$ cat src/logic/sdo_defines.vh
`ifndef SDO_DEFINES_VH
`define SDO_DEFINES_VH
// Register indices; byte address is four times the index
`define SDO_IDX_N_LOW 8'h24
`define SDO_IDX_PD_DELAY 8'h25
`define SDO_IDX_DEN_HIGH 8'h26
`define SDO_IDX_DEN_LOW 8'h27
`define SDO_IDX_SEED_HIGH 8'h28
`define SDO_IDX_SEED_LOW 8'h29
`define SDO_IDX_NUM_HIGH 8'h2a
`define SDO_IDX_NUM_LOW 8'h2b
`define SDO_IDX_PWR_MOD 8'h2c
`define SDO_IDX_B_PWR_A_SEL 8'h2d
`define SDO_IDX_N_HIGH 8'h22
// Reset values
`define SDO_RST_N_LOW 16'h0046
`define SDO_RST_PD_DELAY 16'h0400
`define SDO_RST_DEN_HIGH 16'hfd51
`define SDO_RST_DEN_LOW 16'hda80
`define SDO_RST_ZERO 16'h0000
`define SDO_RST_PWR_MOD 16'h1fa3
`define SDO_RST_B_PWR_A_SEL 16'h001f
`define SDO_RST_N_HIGH 16'h0000
// Writable bit masks; other bits are reserved
`define SDO_MASK_FULL 16'hffff
`define SDO_MASK_PD_DELAY 16'h3f00
`define SDO_MASK_PWR_MOD 16'h3fe7
`define SDO_MASK_B_PWR_A_SEL 16'h183f
`define SDO_MASK_N_HIGH 16'h0007
// Field positions
`define SDO_DLY_SEL_MSB 13
`define SDO_DLY_SEL_LSB 8
`define SDO_A_PWR_MSB 13
`define SDO_A_PWR_LSB 8
`define SDO_B_PD_BIT 7
`define SDO_A_PD_BIT 6
`define SDO_MOD_RSTN_BIT 5
`define SDO_ORDER_MSB 2
`define SDO_ORDER_LSB 0
`define SDO_A_SEL_MSB 12
`define SDO_A_SEL_LSB 11
`define SDO_B_PWR_MSB 5
`define SDO_B_PWR_LSB 0
`define SDO_N_HIGH_MSB 2
// Delay select offset added before the times-four scaling
`define SDO_DLY_BIAS 8'd3
// AXI responses
`define SDO_RESP_OKAY 2'b00
`define SDO_RESP_SLVERR 2'b10
`endif

$ cat src/logic/sdo_reg16.v
`timescale 1ns/10ps
// One 16-bit register with masked write; reserved bits held at zero
module sdo_reg16 #(
  parameter [15:0] RST = 16'h0000,
  parameter [15:0] MASK = 16'hffff
) (
  input wire aclk,
  input wire aresetn,
  input wire we,
  input wire [15:0] wdata,
  input wire [1:0] wstrb,
  output reg [15:0] q_r
);
  wire [15:0] lane;
  wire [15:0] q_nxt;
  assign lane = {{8{wstrb[1]}}, {8{wstrb[0]}}} & MASK;
  assign q_nxt = (q_r & ~lane) | (wdata & lane);
  always @(posedge aclk)
  begin
    if (!aresetn)
      q_r <= RST & MASK;
    else if (we)
      q_r <= q_nxt;
  end
endmodule // sdo_reg16

$ cat src/logic/sdo_regs.v
`timescale 1ns/10ps
`include "sdo_defines.vh"
// Contract
// - N divider low word at 0x24, read/write, resets to 0x46.
// - Detector delay select in 0x25 bits 13-8, reset 4; delay (sel+3)*4 VCO cycles.
// - 32-bit denominator: high half 0x26 reset 0xfd51, low half 0x27 reset 0xda80.
// - 32-bit numerator: high half 0x2a, low half 0x2b, both reset zero.
// - 32-bit seed in 0x28/0x29, reset zero, loaded as modulator start state.
// - Output A power level in 0x2c bits 13-8, reset 0x1f, 0 min 63 max.
// - Output B power level in 0x2d bits 5-0, reset 0x1f, 0 min 63 max.
// - Output B powered down while 0x2c bit 7 is one; resets to one.
// - Output A powered down while 0x2c bit 6 is one; resets to zero.
// - Modulator held in reset while 0x2c bit 5 is zero; resets to one.
// - Modulator order from 0x2c bits 2-0, reset 3.
// - Output A source select in 0x2d bits 12-11, no defined reset.
// - N divider is 19 bits; upper three bits live in a separate register.
module sdo_regs (
  input wire aclk,
  input wire aresetn,
  input wire [9:0] s_axi_awaddr,
  input wire s_axi_awvalid,
  output reg s_axi_awready,
  input wire [31:0] s_axi_wdata,
  input wire [3:0] s_axi_wstrb,
  input wire s_axi_wvalid,
  output reg s_axi_wready,
  output reg [1:0] s_axi_bresp,
  output reg s_axi_bvalid,
  input wire s_axi_bready,
  input wire [9:0] s_axi_araddr,
  input wire s_axi_arvalid,
  output reg s_axi_arready,
  output reg [31:0] s_axi_rdata,
  output reg [1:0] s_axi_rresp,
  output reg s_axi_rvalid,
  input wire s_axi_rready,
  output reg [18:0] n_divider_r,
  output reg [5:0] detector_delay_select_r,
  output reg [7:0] detector_delay_quads_r,
  output reg [31:0] fraction_denominator_r,
  output reg [31:0] fraction_numerator_r,
  output reg [31:0] modulator_seed_r,
  output reg seed_load_r,
  output reg modulator_reset_r,
  output reg [2:0] modulator_order_r,
  output reg [5:0] out_a_power_level_r,
  output reg [5:0] out_b_power_level_r,
  output reg out_a_power_down_r,
  output reg out_b_power_down_r,
  output reg [1:0] out_a_source_select_r
);
  ////////////////////////////////////////////////////////////////////////////
  // Write channel: address and data taken in either order, held until both
  reg [9:0] awaddr_r;
  reg aw_held_r;
  reg [31:0] wdata_r;
  reg [3:0] wstrb_r;
  reg w_held_r;
  wire aw_take;
  wire w_take;
  wire do_write;
  wire [7:0] widx;
  wire wmapped;
  reg [10:0] we;

  function [7:0] word_index;
    input [9:0] addr;
    begin
      word_index = addr[9:2];
    end
  endfunction

  function is_mapped;
    input [7:0] idx;
    begin
      is_mapped = (idx == `SDO_IDX_N_HIGH) || ((idx >= `SDO_IDX_N_LOW) && (idx <= `SDO_IDX_B_PWR_A_SEL));
    end
  endfunction

  assign aw_take = s_axi_awvalid & s_axi_awready;
  assign w_take = s_axi_wvalid & s_axi_wready;
  // Write lands once both halves are held, never while a response is pending
  assign do_write = aw_held_r & w_held_r & ~s_axi_bvalid;
  assign widx = word_index(awaddr_r);
  assign wmapped = is_mapped(widx);

  always @(posedge aclk)
  begin
    if (!aresetn)
    begin
      aw_held_r <= 1'b0;
      w_held_r <= 1'b0;
      awaddr_r <= 10'h000;
      wdata_r <= 32'h00000000;
      wstrb_r <= 4'h0;
      s_axi_awready <= 1'b0;
      s_axi_wready <= 1'b0;
      s_axi_bvalid <= 1'b0;
      s_axi_bresp <= `SDO_RESP_OKAY;
    end
    else
    begin
      // Readies fall after a take and stay low until the response is accepted
      s_axi_awready <= ~aw_held_r & ~aw_take & ~s_axi_bvalid;
      s_axi_wready <= ~w_held_r & ~w_take & ~s_axi_bvalid;
      if (aw_take)
      begin
        aw_held_r <= 1'b1;
        awaddr_r <= s_axi_awaddr;
      end
      if (w_take)
      begin
        w_held_r <= 1'b1;
        wdata_r <= s_axi_wdata;
        wstrb_r <= s_axi_wstrb;
      end
      if (do_write)
      begin
        aw_held_r <= 1'b0;
        w_held_r <= 1'b0;
        s_axi_bvalid <= 1'b1;
        s_axi_bresp <= wmapped ? `SDO_RESP_OKAY : `SDO_RESP_SLVERR;
      end
      else if (s_axi_bvalid & s_axi_bready)
        s_axi_bvalid <= 1'b0;
    end
  end

  always @*
  begin
    we = 11'h000;
    if (do_write)
    begin
      case (widx)
        `SDO_IDX_N_LOW: we[0] = 1'b1;
        `SDO_IDX_PD_DELAY: we[1] = 1'b1;
        `SDO_IDX_DEN_HIGH: we[2] = 1'b1;
        `SDO_IDX_DEN_LOW: we[3] = 1'b1;
        `SDO_IDX_SEED_HIGH: we[4] = 1'b1;
        `SDO_IDX_SEED_LOW: we[5] = 1'b1;
        `SDO_IDX_NUM_HIGH: we[6] = 1'b1;
        `SDO_IDX_NUM_LOW: we[7] = 1'b1;
        `SDO_IDX_PWR_MOD: we[8] = 1'b1;
        `SDO_IDX_B_PWR_A_SEL: we[9] = 1'b1;
        `SDO_IDX_N_HIGH: we[10] = 1'b1;
        default: we = 11'h000;
      endcase
    end
  end

  ////////////////////////////////////////////////////////////////////////////
  // Register storage
  wire [15:0] n_low_q;
  wire [15:0] pd_delay_q;
  wire [15:0] den_high_q;
  wire [15:0] den_low_q;
  wire [15:0] seed_high_q;
  wire [15:0] seed_low_q;
  wire [15:0] num_high_q;
  wire [15:0] num_low_q;
  wire [15:0] pwr_mod_q;
  wire [15:0] b_pwr_a_sel_q;
  wire [15:0] n_high_q;

  sdo_reg16 #(.RST(`SDO_RST_N_LOW), .MASK(`SDO_MASK_FULL)) u_n_low (
    .aclk(aclk), .aresetn(aresetn), .we(we[0]), .wdata(wdata_r[15:0]), .wstrb(wstrb_r[1:0]), .q_r(n_low_q)
  );
  sdo_reg16 #(.RST(`SDO_RST_PD_DELAY), .MASK(`SDO_MASK_PD_DELAY)) u_pd_delay (
    .aclk(aclk), .aresetn(aresetn), .we(we[1]), .wdata(wdata_r[15:0]), .wstrb(wstrb_r[1:0]), .q_r(pd_delay_q)
  );
  sdo_reg16 #(.RST(`SDO_RST_DEN_HIGH), .MASK(`SDO_MASK_FULL)) u_den_high (
    .aclk(aclk), .aresetn(aresetn), .we(we[2]), .wdata(wdata_r[15:0]), .wstrb(wstrb_r[1:0]), .q_r(den_high_q)
  );
  sdo_reg16 #(.RST(`SDO_RST_DEN_LOW), .MASK(`SDO_MASK_FULL)) u_den_low (
    .aclk(aclk), .aresetn(aresetn), .we(we[3]), .wdata(wdata_r[15:0]), .wstrb(wstrb_r[1:0]), .q_r(den_low_q)
  );
  sdo_reg16 #(.RST(`SDO_RST_ZERO), .MASK(`SDO_MASK_FULL)) u_seed_high (
    .aclk(aclk), .aresetn(aresetn), .we(we[4]), .wdata(wdata_r[15:0]), .wstrb(wstrb_r[1:0]), .q_r(seed_high_q)
  );
  sdo_reg16 #(.RST(`SDO_RST_ZERO), .MASK(`SDO_MASK_FULL)) u_seed_low (
    .aclk(aclk), .aresetn(aresetn), .we(we[5]), .wdata(wdata_r[15:0]), .wstrb(wstrb_r[1:0]), .q_r(seed_low_q)
  );
  sdo_reg16 #(.RST(`SDO_RST_ZERO), .MASK(`SDO_MASK_FULL)) u_num_high (
    .aclk(aclk), .aresetn(aresetn), .we(we[6]), .wdata(wdata_r[15:0]), .wstrb(wstrb_r[1:0]), .q_r(num_high_q)
  );
  sdo_reg16 #(.RST(`SDO_RST_ZERO), .MASK(`SDO_MASK_FULL)) u_num_low (
    .aclk(aclk), .aresetn(aresetn), .we(we[7]), .wdata(wdata_r[15:0]), .wstrb(wstrb_r[1:0]), .q_r(num_low_q)
  );
  sdo_reg16 #(.RST(`SDO_RST_PWR_MOD), .MASK(`SDO_MASK_PWR_MOD)) u_pwr_mod (
    .aclk(aclk), .aresetn(aresetn), .we(we[8]), .wdata(wdata_r[15:0]), .wstrb(wstrb_r[1:0]), .q_r(pwr_mod_q)
  );
  // Source select has no defined reset; zero is used so nothing is unknown
  sdo_reg16 #(.RST(`SDO_RST_B_PWR_A_SEL), .MASK(`SDO_MASK_B_PWR_A_SEL)) u_b_pwr_a_sel (
    .aclk(aclk), .aresetn(aresetn), .we(we[9]), .wdata(wdata_r[15:0]), .wstrb(wstrb_r[1:0]), .q_r(b_pwr_a_sel_q)
  );
  // Upper N bits sit at a spare index below the low word
  sdo_reg16 #(.RST(`SDO_RST_N_HIGH), .MASK(`SDO_MASK_N_HIGH)) u_n_high (
    .aclk(aclk), .aresetn(aresetn), .we(we[10]), .wdata(wdata_r[15:0]), .wstrb(wstrb_r[1:0]), .q_r(n_high_q)
  );

  ////////////////////////////////////////////////////////////////////////////
  // Outputs to the synthesizer core, one cycle behind the stored registers
  wire mod_rstn;
  reg mod_rstn_d_r;
  assign mod_rstn = pwr_mod_q[`SDO_MOD_RSTN_BIT];

  always @(posedge aclk)
  begin
    if (!aresetn)
    begin
      n_divider_r <= 19'h00046;
      detector_delay_select_r <= 6'h04;
      detector_delay_quads_r <= 8'h07;
      fraction_denominator_r <= {`SDO_RST_DEN_HIGH, `SDO_RST_DEN_LOW};
      fraction_numerator_r <= 32'h00000000;
      modulator_seed_r <= 32'h00000000;
      seed_load_r <= 1'b0;
      mod_rstn_d_r <= 1'b1;
      modulator_reset_r <= 1'b0;
      modulator_order_r <= 3'h3;
      out_a_power_level_r <= 6'h1f;
      out_b_power_level_r <= 6'h1f;
      out_a_power_down_r <= 1'b0;
      out_b_power_down_r <= 1'b1;
      out_a_source_select_r <= 2'h0;
    end
    else
    begin
      n_divider_r <= {n_high_q[`SDO_N_HIGH_MSB:0], n_low_q};
      detector_delay_select_r <= pd_delay_q[`SDO_DLY_SEL_MSB:`SDO_DLY_SEL_LSB];
      // Delay in units of four VCO cycles; the core applies the final times four
      detector_delay_quads_r <= {2'b00, pd_delay_q[`SDO_DLY_SEL_MSB:`SDO_DLY_SEL_LSB]} + `SDO_DLY_BIAS;
      fraction_denominator_r <= {den_high_q, den_low_q};
      fraction_numerator_r <= {num_high_q, num_low_q};
      modulator_seed_r <= {seed_high_q, seed_low_q};
      // Seed loads as the modulator leaves reset, so the start state is repeatable
      mod_rstn_d_r <= mod_rstn;
      seed_load_r <= mod_rstn & ~mod_rstn_d_r;
      modulator_reset_r <= ~mod_rstn;
      modulator_order_r <= pwr_mod_q[`SDO_ORDER_MSB:`SDO_ORDER_LSB];
      out_a_power_level_r <= pwr_mod_q[`SDO_A_PWR_MSB:`SDO_A_PWR_LSB];
      out_b_power_level_r <= b_pwr_a_sel_q[`SDO_B_PWR_MSB:`SDO_B_PWR_LSB];
      out_a_power_down_r <= pwr_mod_q[`SDO_A_PD_BIT];
      out_b_power_down_r <= pwr_mod_q[`SDO_B_PD_BIT];
      out_a_source_select_r <= b_pwr_a_sel_q[`SDO_A_SEL_MSB:`SDO_A_SEL_LSB];
    end
  end

  ////////////////////////////////////////////////////////////////////////////
  // Read channel: one read at a time, answer one cycle after address taken
  reg [15:0] rmux;
  wire [7:0] ridx;
  wire ar_take;
  assign ridx = word_index(s_axi_araddr);
  assign ar_take = s_axi_arvalid & s_axi_arready;

  always @*
  begin
    // Reserved and unmapped reads fall through to zero
    case (ridx)
      `SDO_IDX_N_LOW: rmux = n_low_q;
      `SDO_IDX_PD_DELAY: rmux = pd_delay_q;
      `SDO_IDX_DEN_HIGH: rmux = den_high_q;
      `SDO_IDX_DEN_LOW: rmux = den_low_q;
      `SDO_IDX_SEED_HIGH: rmux = seed_high_q;
      `SDO_IDX_SEED_LOW: rmux = seed_low_q;
      `SDO_IDX_NUM_HIGH: rmux = num_high_q;
      `SDO_IDX_NUM_LOW: rmux = num_low_q;
      `SDO_IDX_PWR_MOD: rmux = pwr_mod_q;
      `SDO_IDX_B_PWR_A_SEL: rmux = b_pwr_a_sel_q;
      `SDO_IDX_N_HIGH: rmux = n_high_q;
      default: rmux = 16'h0000;
    endcase
  end

  always @(posedge aclk)
  begin
    if (!aresetn)
    begin
      s_axi_arready <= 1'b0;
      s_axi_rvalid <= 1'b0;
      s_axi_rdata <= 32'h00000000;
      s_axi_rresp <= `SDO_RESP_OKAY;
    end
    else
    begin
      // Ready re-arms only after the data is accepted, so one read is in flight
      s_axi_arready <= ~s_axi_arready & ~s_axi_rvalid & ~ar_take;
      if (ar_take)
      begin
        s_axi_rvalid <= 1'b1;
        s_axi_rdata <= {16'h0000, rmux};
        s_axi_rresp <= is_mapped(ridx) ? `SDO_RESP_OKAY : `SDO_RESP_SLVERR;
      end
      else if (s_axi_rvalid & s_axi_rready)
        s_axi_rvalid <= 1'b0;
    end
  end
endmodule // sdo_regs

$ cat config.mk
export PLATFORM = sky130hd
export DESIGN_NAME = sdo_regs
export DESIGN_NICKNAME = d
export VERILOG_FILES = /design/src/logic/sdo_reg16.v /design/src/logic/sdo_regs.v
export VERILOG_INCLUDE_DIRS = /design/src /design/src/logic
export SDC_FILE = /design/constraint.sdc
export NUM_CORES = 1
export LEC_CHECK = 0
export BUFFER_PORTS_ARGS = -buffer_cell sky130_fd_sc_hd__buf_2
export CAP_MARGIN = 20
export CORE_MARGIN = 2
export CORE_UTILIZATION = 58
export DETAILED_ROUTE_END_ITERATION = 6
export PLACE_DENSITY = 0.82
export SLEW_MARGIN = 20
export SYNTH_ARGS = -nofsm -noshare
export SYNTH_HDL_FRONTEND = slang
export SYNTH_HIERARCHICAL = 1
export SYNTH_SLANG_ARGS = --single-unit
$ cat constraint.sdc
create_clock -name aclk -period 3.2 [get_ports aclk]
set_clock_uncertainty 0.05 [all_clocks]
set_input_delay 0.32 -clock aclk [delete_from_list [all_inputs] [get_ports aclk]]
set_output_delay 0.32 -clock aclk [all_outputs]
set_load 0.01 [all_outputs]
==> results of run 1 <==
==> Yosys cell counts, drive strengths merged, types with 11 or more instances <==
master,instances,share of area
buf,140,0.075
nand4,110,0.048
nor2,27,0.0076
o22ai,11,0.0048
clkbuf,40,0.011
o21ai,135,0.073
nand2,193,0.050
nor3,12,0.0050
o211ai,34,0.028
dfxtp,342,0.48
and3,11,0.0048
nand2b,40,0.017
a22oi,17,0.0089
a21oi,16,0.0056
a21boi,28,0.015
mux2i,23,0.016
a31oi,17,0.0074
and2,147,0.067
inv,42,0.011
nand3,51,0.018
==> worst max-delay path by stage <==
stage	startpoint	endpoint	slack, ns
final	awaddr_r[9]$_SDFFE_PN0P_	flop	0.90
after global routing	awaddr_r[9]$_SDFFE_PN0P_	flop	0.76
after CTS	awaddr_r[9]$_SDFFE_PN0P_	flop	0.99
after detailed placement	s_axi_araddr[6]	s_axi_rdata[1]$_SDFFE_PN0P_	0.91
after global placement	s_axi_araddr[4]	s_axi_rdata[1]$_SDFFE_PN0P_	0.93
after floorplan	awaddr_r[9]$_SDFFE_PN0P_	flop	1.30
==> final cells by class <==
class                      instances  area, µm²
sequential                       342       6850
timing repair buffer             250       1430
multi-input combinational       1003       6310
clock inverter                    14        206
fill                            1907       7900
tap                              324        405
clock buffer                      49       1050
inverter                          43        161
==> routing by layer <==
layer | part of all wire | GRT usage
met5 | 0 | 0
met4 | 0.039 | 0.116
met3 | 0.10 | 0.0575
met2 | 0.45 | 0.489
met1 | 0.40 | 0.432
==> stage by stage <==
| step | utilization | std cells | total power [W] | hold slack (ns) |
|---|---|---|---|---|
| final | 0.675 | 2025 | 0.00910 | 0.0119 |
| after global placement | 0.623 | 1962 | 0.00480 | 0.383 |
| after floorplan | - | 1568 | 0.00471 | 0.372 |
| after CTS | 0.675 | 2025 | 0.00913 | 0.00113 |
| after global routing | 0.675 | 2025 | 0.00934 | 0.0123 |
| after detailed placement | 0.623 | 1962 | 0.00480 | 0.387 |
==> power breakdown <==
group	switching (W)	leakage [nW]	internal [W]	total (W)
Clock	0.00167	0.613	0.00270	0.00437
Sequential	0.0000762	2.76	0.00428	0.00436
Combinational	0.000258	3.48	0.000112	0.000369
==> kinds of logic after synthesis <==
group / Yosys count / synth area share
flops: 342 / 0.476
other cells: 5 / 0.00131
buf+inv: 223 / 0.0970
fa+ha+maj: 1 / 0.000871
mux: 33 / 0.0262
simple gates: 612 / 0.230
compound gates: 299 / 0.166
xor+xnor: 4 / 0.00244
==> worst max-delay path, cell delays in order (launching register included) <==
cell	delay [ns]
dfxtp_1	0.32
nor4b_1	0.46
buf_4	0.22
nand3_1	0.13
nor2_1	0.58
and2_4	0.31
o211ai_1	0.09
==> qor.yml, run 1 <==
synth_area_mm2: 0.0144
drt_pre_antenna_iters: 7
layout_setup_ws_ns: 0.903
insertedDiodeCount: 0
grt_pass1_wl_um: 62800
hold_end: "wdata_r[4]$_SDFFE_PN0P_"
hold_violations: 0
initialDrtViolationCount: 1393
clockBufferDepth: 3
row_count: 57
die_w_um: 161
cts-hold-fix-buffers: 0
wl_um: 41400
reg2reg_setup_slack_ns: 0.90
final_antenna_net_count: 0
cts_tree: "done"
leakage_nw: 6.86
relSlewSlack: 0.394
min_period_ns: 2.30
postCtsSetupBuffers: 0
grt_pass1_vias: 10876
dieArea_mm2: 0.0260
power_density_mw_per_mm2: 554
synth_edf_count: 0
hp-start: "s_axi_wdata[4]"
path_clk_slew_ns: 0.06
io_pins: 254
worst_pin_slew_ns: 0.907
dr_total_vias: 11701
synth_flop_cell: "dfxtp_1"
fin_area_mm2: 0.0164
async_reset_ff_frac: 0
ys_seq_area_frac: 0.476
synth.avg_cell_area_um2: 9.46
track_usage: 0.312
r2r_cells: 6
syn2layout_area_growth_pct: 14.3
clock_latency_ns: 0.51
htree_levels: 2
start_kind: "flop"
routedWlPerCell_um: 20.4
place_ws_ns: 0.908
gr-total-overflow: 0
hold_path.class: "input port to flop"
holdPathStages: 3
chipHeight_um: 161
cts_num_sinks: 342
hpwl_um: 28300
io_buffers: 212
initial_utilization: 0.591
ys_ff_latch: 342
drive_gt1_frac: 0.279
fmax_mhz: 435
cts_resized: 0
fin_setup_tns_ns: 0
coreArea_mm2: 0.0243
rsz0062_at_grt: "false"
layout_common_cells: "dfxtp_1 (340), buf_2 (211), nand2_1 (193)"
status: "completed"
drc: 0
antenna_found_initial: 0
yosysWarnings: 6
finalSetupViolations: 0
cts_made_buffers: 35
final_common_cell: "dfxtp_1"
clockRootBuffer: "clkbuf_16"
finalCritPeriodShare: 0.718
max-vdd-ir-drop_uv: 380
drv_slew: 0
path_max_fanout: 7
grt_max_degree: 136
drt-vias-per-instance: 5.78
arrival_ns: 2.62
synth_cells: 1519
crit_type: "flop to flop"
placed_cell_area_mm2: 0.0152
fin_nets: 1739
routabilityCongestion: 1.00
required_ns: 3.52
r2r-start: "awaddr_r[9]$_SDFFE_PN0P_"
end_kind: "flop"
synth.distinct_cells: 66
max-cap-violations: 0
Power figures use the tool's default switching activity.
==> run 2: changes to the inputs <==
--- a/config.mk
+++ b/config.mk
@@ -9,9 +9,9 @@
 export BUFFER_PORTS_ARGS = -buffer_cell sky130_fd_sc_hd__buf_2
 export CAP_MARGIN = 20
 export CORE_MARGIN = 2
-export CORE_UTILIZATION = 58
+export CORE_UTILIZATION = 56
 export DETAILED_ROUTE_END_ITERATION = 6
-export PLACE_DENSITY = 0.82
+export PLACE_DENSITY = 0.8
 export SLEW_MARGIN = 20
 export SYNTH_ARGS = -nofsm -noshare
 export SYNTH_HDL_FRONTEND = slang
==> constraint.sdc (replaced) <==
create_clock -name aclk -period 2.2 [get_ports aclk]
set_clock_uncertainty 0.05 [all_clocks]
set_input_delay 0.22 -clock aclk [delete_from_list [all_inputs] [get_ports aclk]]
set_output_delay 0.22 -clock aclk [all_outputs]
set_load 0.01 [all_outputs]
==> run 2 against run 1 <==
Sequential cell count unchanged. Hold slack improved by 0.14 ns. Utilization grew 0.11 points. Die area up 3.5%. Combinational power is 72% higher. Clock-buffer cell count unchanged. Cell area increased by 3.7%. Clock power increased by 37%. Power is 43% higher. Sequential power rose by 45%.
==> qor.yml, run 2 (synthesis results as in run 1) <==
fin_nets: 1809  # +4.0%
drive_gt1_frac: 0.286  # +0.00671
row_count: 58  # +1.8%
initialDrtViolationCount: 1136  # -18%
cp_slowest_cell: "nor2_1"
wl_um: 43100  # +4.2%
crit_chain: "nor4b_1 -> buf_4 -> nand3_1 -> nor2_1 -> buf_4 -> nand4_1 -> o21ai_2"
io_pins: 254  # unchanged
grt_pass1_vias: 11543  # +6.1%
fillers: 1981  # +3.9%
routabilityCongestion: 1.01  # +0.94%
final_cells: 2096  # +3.5%
grt_pass1_wl_um: 64800  # +3.2%
syn2layout_area_growth_pct: 18.5
post-route-util: 0.676  # +0.00109
status: "completed"
fmax_mhz: 485  # +11%
cp_top_family: "simple AND/OR/NAND/NOR gates"
cts_made_buffers: 35  # unchanged
relSlewSlack: 0.416  # +0.0218
path_clk_slew_ns: 0.06  # about the same
use_met2: 0.499  # +0.0103
insertedDiodeCount: 0  # unchanged
finalSetupViolations: 0  # unchanged
clockBufferDepth: 3  # unchanged
hpwl_um: 30400  # +7.1%
io_buffers: 212  # unchanged
crit_type: "flop to flop"
path_max_fanout: 9  # +2
critPathMaxStageDelay_ns: 0.43  # -0.15 ns
die_w_um: 164  # +1.7%
holdPathStages: 5  # +2
use_met3: 0.0515  # -0.00601
cts_num_sinks: 342  # unchanged
drt_pre_antenna_iters: 6  # -1
fin_setup_tns_ns: 0  # unchanged
end_kind: "flop"
final_antenna_net_count: 0  # unchanged
rsz0062_at_grt: "false"
power_density_mw_per_mm2: 762  # +38%
final_common_cell: "dfxtp_1"
leakage_nw: 7.17  # +4.5%
required_ns: 2.59  # -0.93 ns
finalCritPeriodShare: 0.937  # +0.219
clockRootBuffer: "clkbuf_16"
drt-vias-per-instance: 5.71  # -1.2%
dr_total_vias: 11965  # +2.3%
min_period_ns: 2.06  # -0.237 ns
coreArea_mm2: 0.0252  # +3.5%
grt_max_degree: 66  # -51%
placedCellCount: 2007  # +2.3%
r2r_cells: 7  # +1
arrival_ns: 2.45  # -0.17 ns
max-cap-violations: 0  # unchanged
antenna_found_initial: 1  # +1
grt_util_met1: 0.422  # -0.0104
cp.buffers_inverters: 2  # +1
max-vdd-ir-drop_uv: 754  # +99%
worst_pin_slew_ns: 0.875  # -0.0326 ns
htree_levels: 2  # unchanged
gr-total-overflow: 0  # unchanged
layout_common_cells: "dfxtp_1 (340), buf_2 (211), nand2_1 (193)"
clock_latency_ns: 0.51  # about the same
cp_num_cells: 7  # +1
initial_utilization: 0.571  # -0.0202
top_usage_layer: "met2"
dieArea_mm2: 0.0270  # +3.5%
chipHeight_um: 164  # +1.7%
start_kind: "flop"
hold_path.class: "input port to flop"
track_usage: 0.316  # +0.00367
drc: 0  # unchanged
hold_violations: 0  # unchanged
cpMostUsedCell: "buf_4"
drv_slew: 0  # unchanged
routedWlPerCell_um: 20.6  # +0.67%
cts_tree: "done"
[run 2: cell types whose count changed in the layout (fill, tap and decap cells not counted)]
cell / previous run / this run
bufinv_16: 5 / 4
dlygate4sd3_1: 0 / 31
inv_6: 1 / 0
buf_4: 32 / 63
clkinvlp_4: 3 / 0
buf_12: 6 / 14
clkbuf_1: 4 / 8
clkbuf_8: 8 / 4
[run 2: worst paths after layout]
path	startpoint	endpoint	slack, ns
max reg2reg	awaddr_r[9]$_SDFFE_PN0P_	flop	0.14
min	s_axi_araddr[8]	s_axi_rdata[9]$_SDFFE_PN0P_	0.15
max	awaddr_r[9]$_SDFFE_PN0P_	flop	0.14
min reg2reg	s_axi_rvalid$_SDFFE_PN0P_	s_axi_arready$_SDFF_PN0_	0.38
[run 2: area by class of cell]
type                    count  area [µm²]  area share
clock buffers              49        1010      0.0594
clock inverters             9         145     0.00852
inverters                  43         161     0.00948
multi-input cells        1003        6310       0.371
flip-flops and latches    342        6850       0.402
well taps                 330         413      0.0243
repair buffers            320        2130       0.125
[run 2: per-stage QoR]
step | total power, W | area [µm²] | setup slack [ns] | hold WS (ns)
detailed placement | 0.00704 | 15600 | 0.203 | 0.389
global route | 0.0133 | 17000 | 0.0467 | 0.154
CTS | 0.0130 | 17000 | 0.186 | 0.139
floorplan | 0.00686 | 14600 | 0.296 | 0.315
finish | 0.0130 | 17000 | 0.140 | 0.149
global placement | 0.00703 | 15600 | 0.209 | 0.381
[run 2: worst min-delay path, stage by stage]
cell and delay, ns:
buf_2 0.10, nor4b_2 0.05, buf_12 0.14, nand2_1 0.07
a31oi_1 0.07
[run 2: metal layers]
layer | vias to the layer above | share of wire
met2 | 576 | 0.45
met5 | - | 0.00025
met4 | 2 | 0.048
met1 | 5644 | 0.42
met3 | 129 | 0.080
li1 | 5614 | -
[run 2: what timing repair did]
item                                   4_1_cts  5_1_grt
gates resized for setup                      0        0
hold buffers                                31        0
setup buffers                                0        0
endpoints found under the hold margin       35        0
[run 2: power by group]
part | switching, W | leakage, nW | internal (W)
registers | 0.000114 | 2.76 | 0.00623
logic | 0.000397 | 3.84 | 0.000238
clock network | 0.00234 | 0.570 | 0.00366
total | 0.00285 | 7.17 | 0.0101
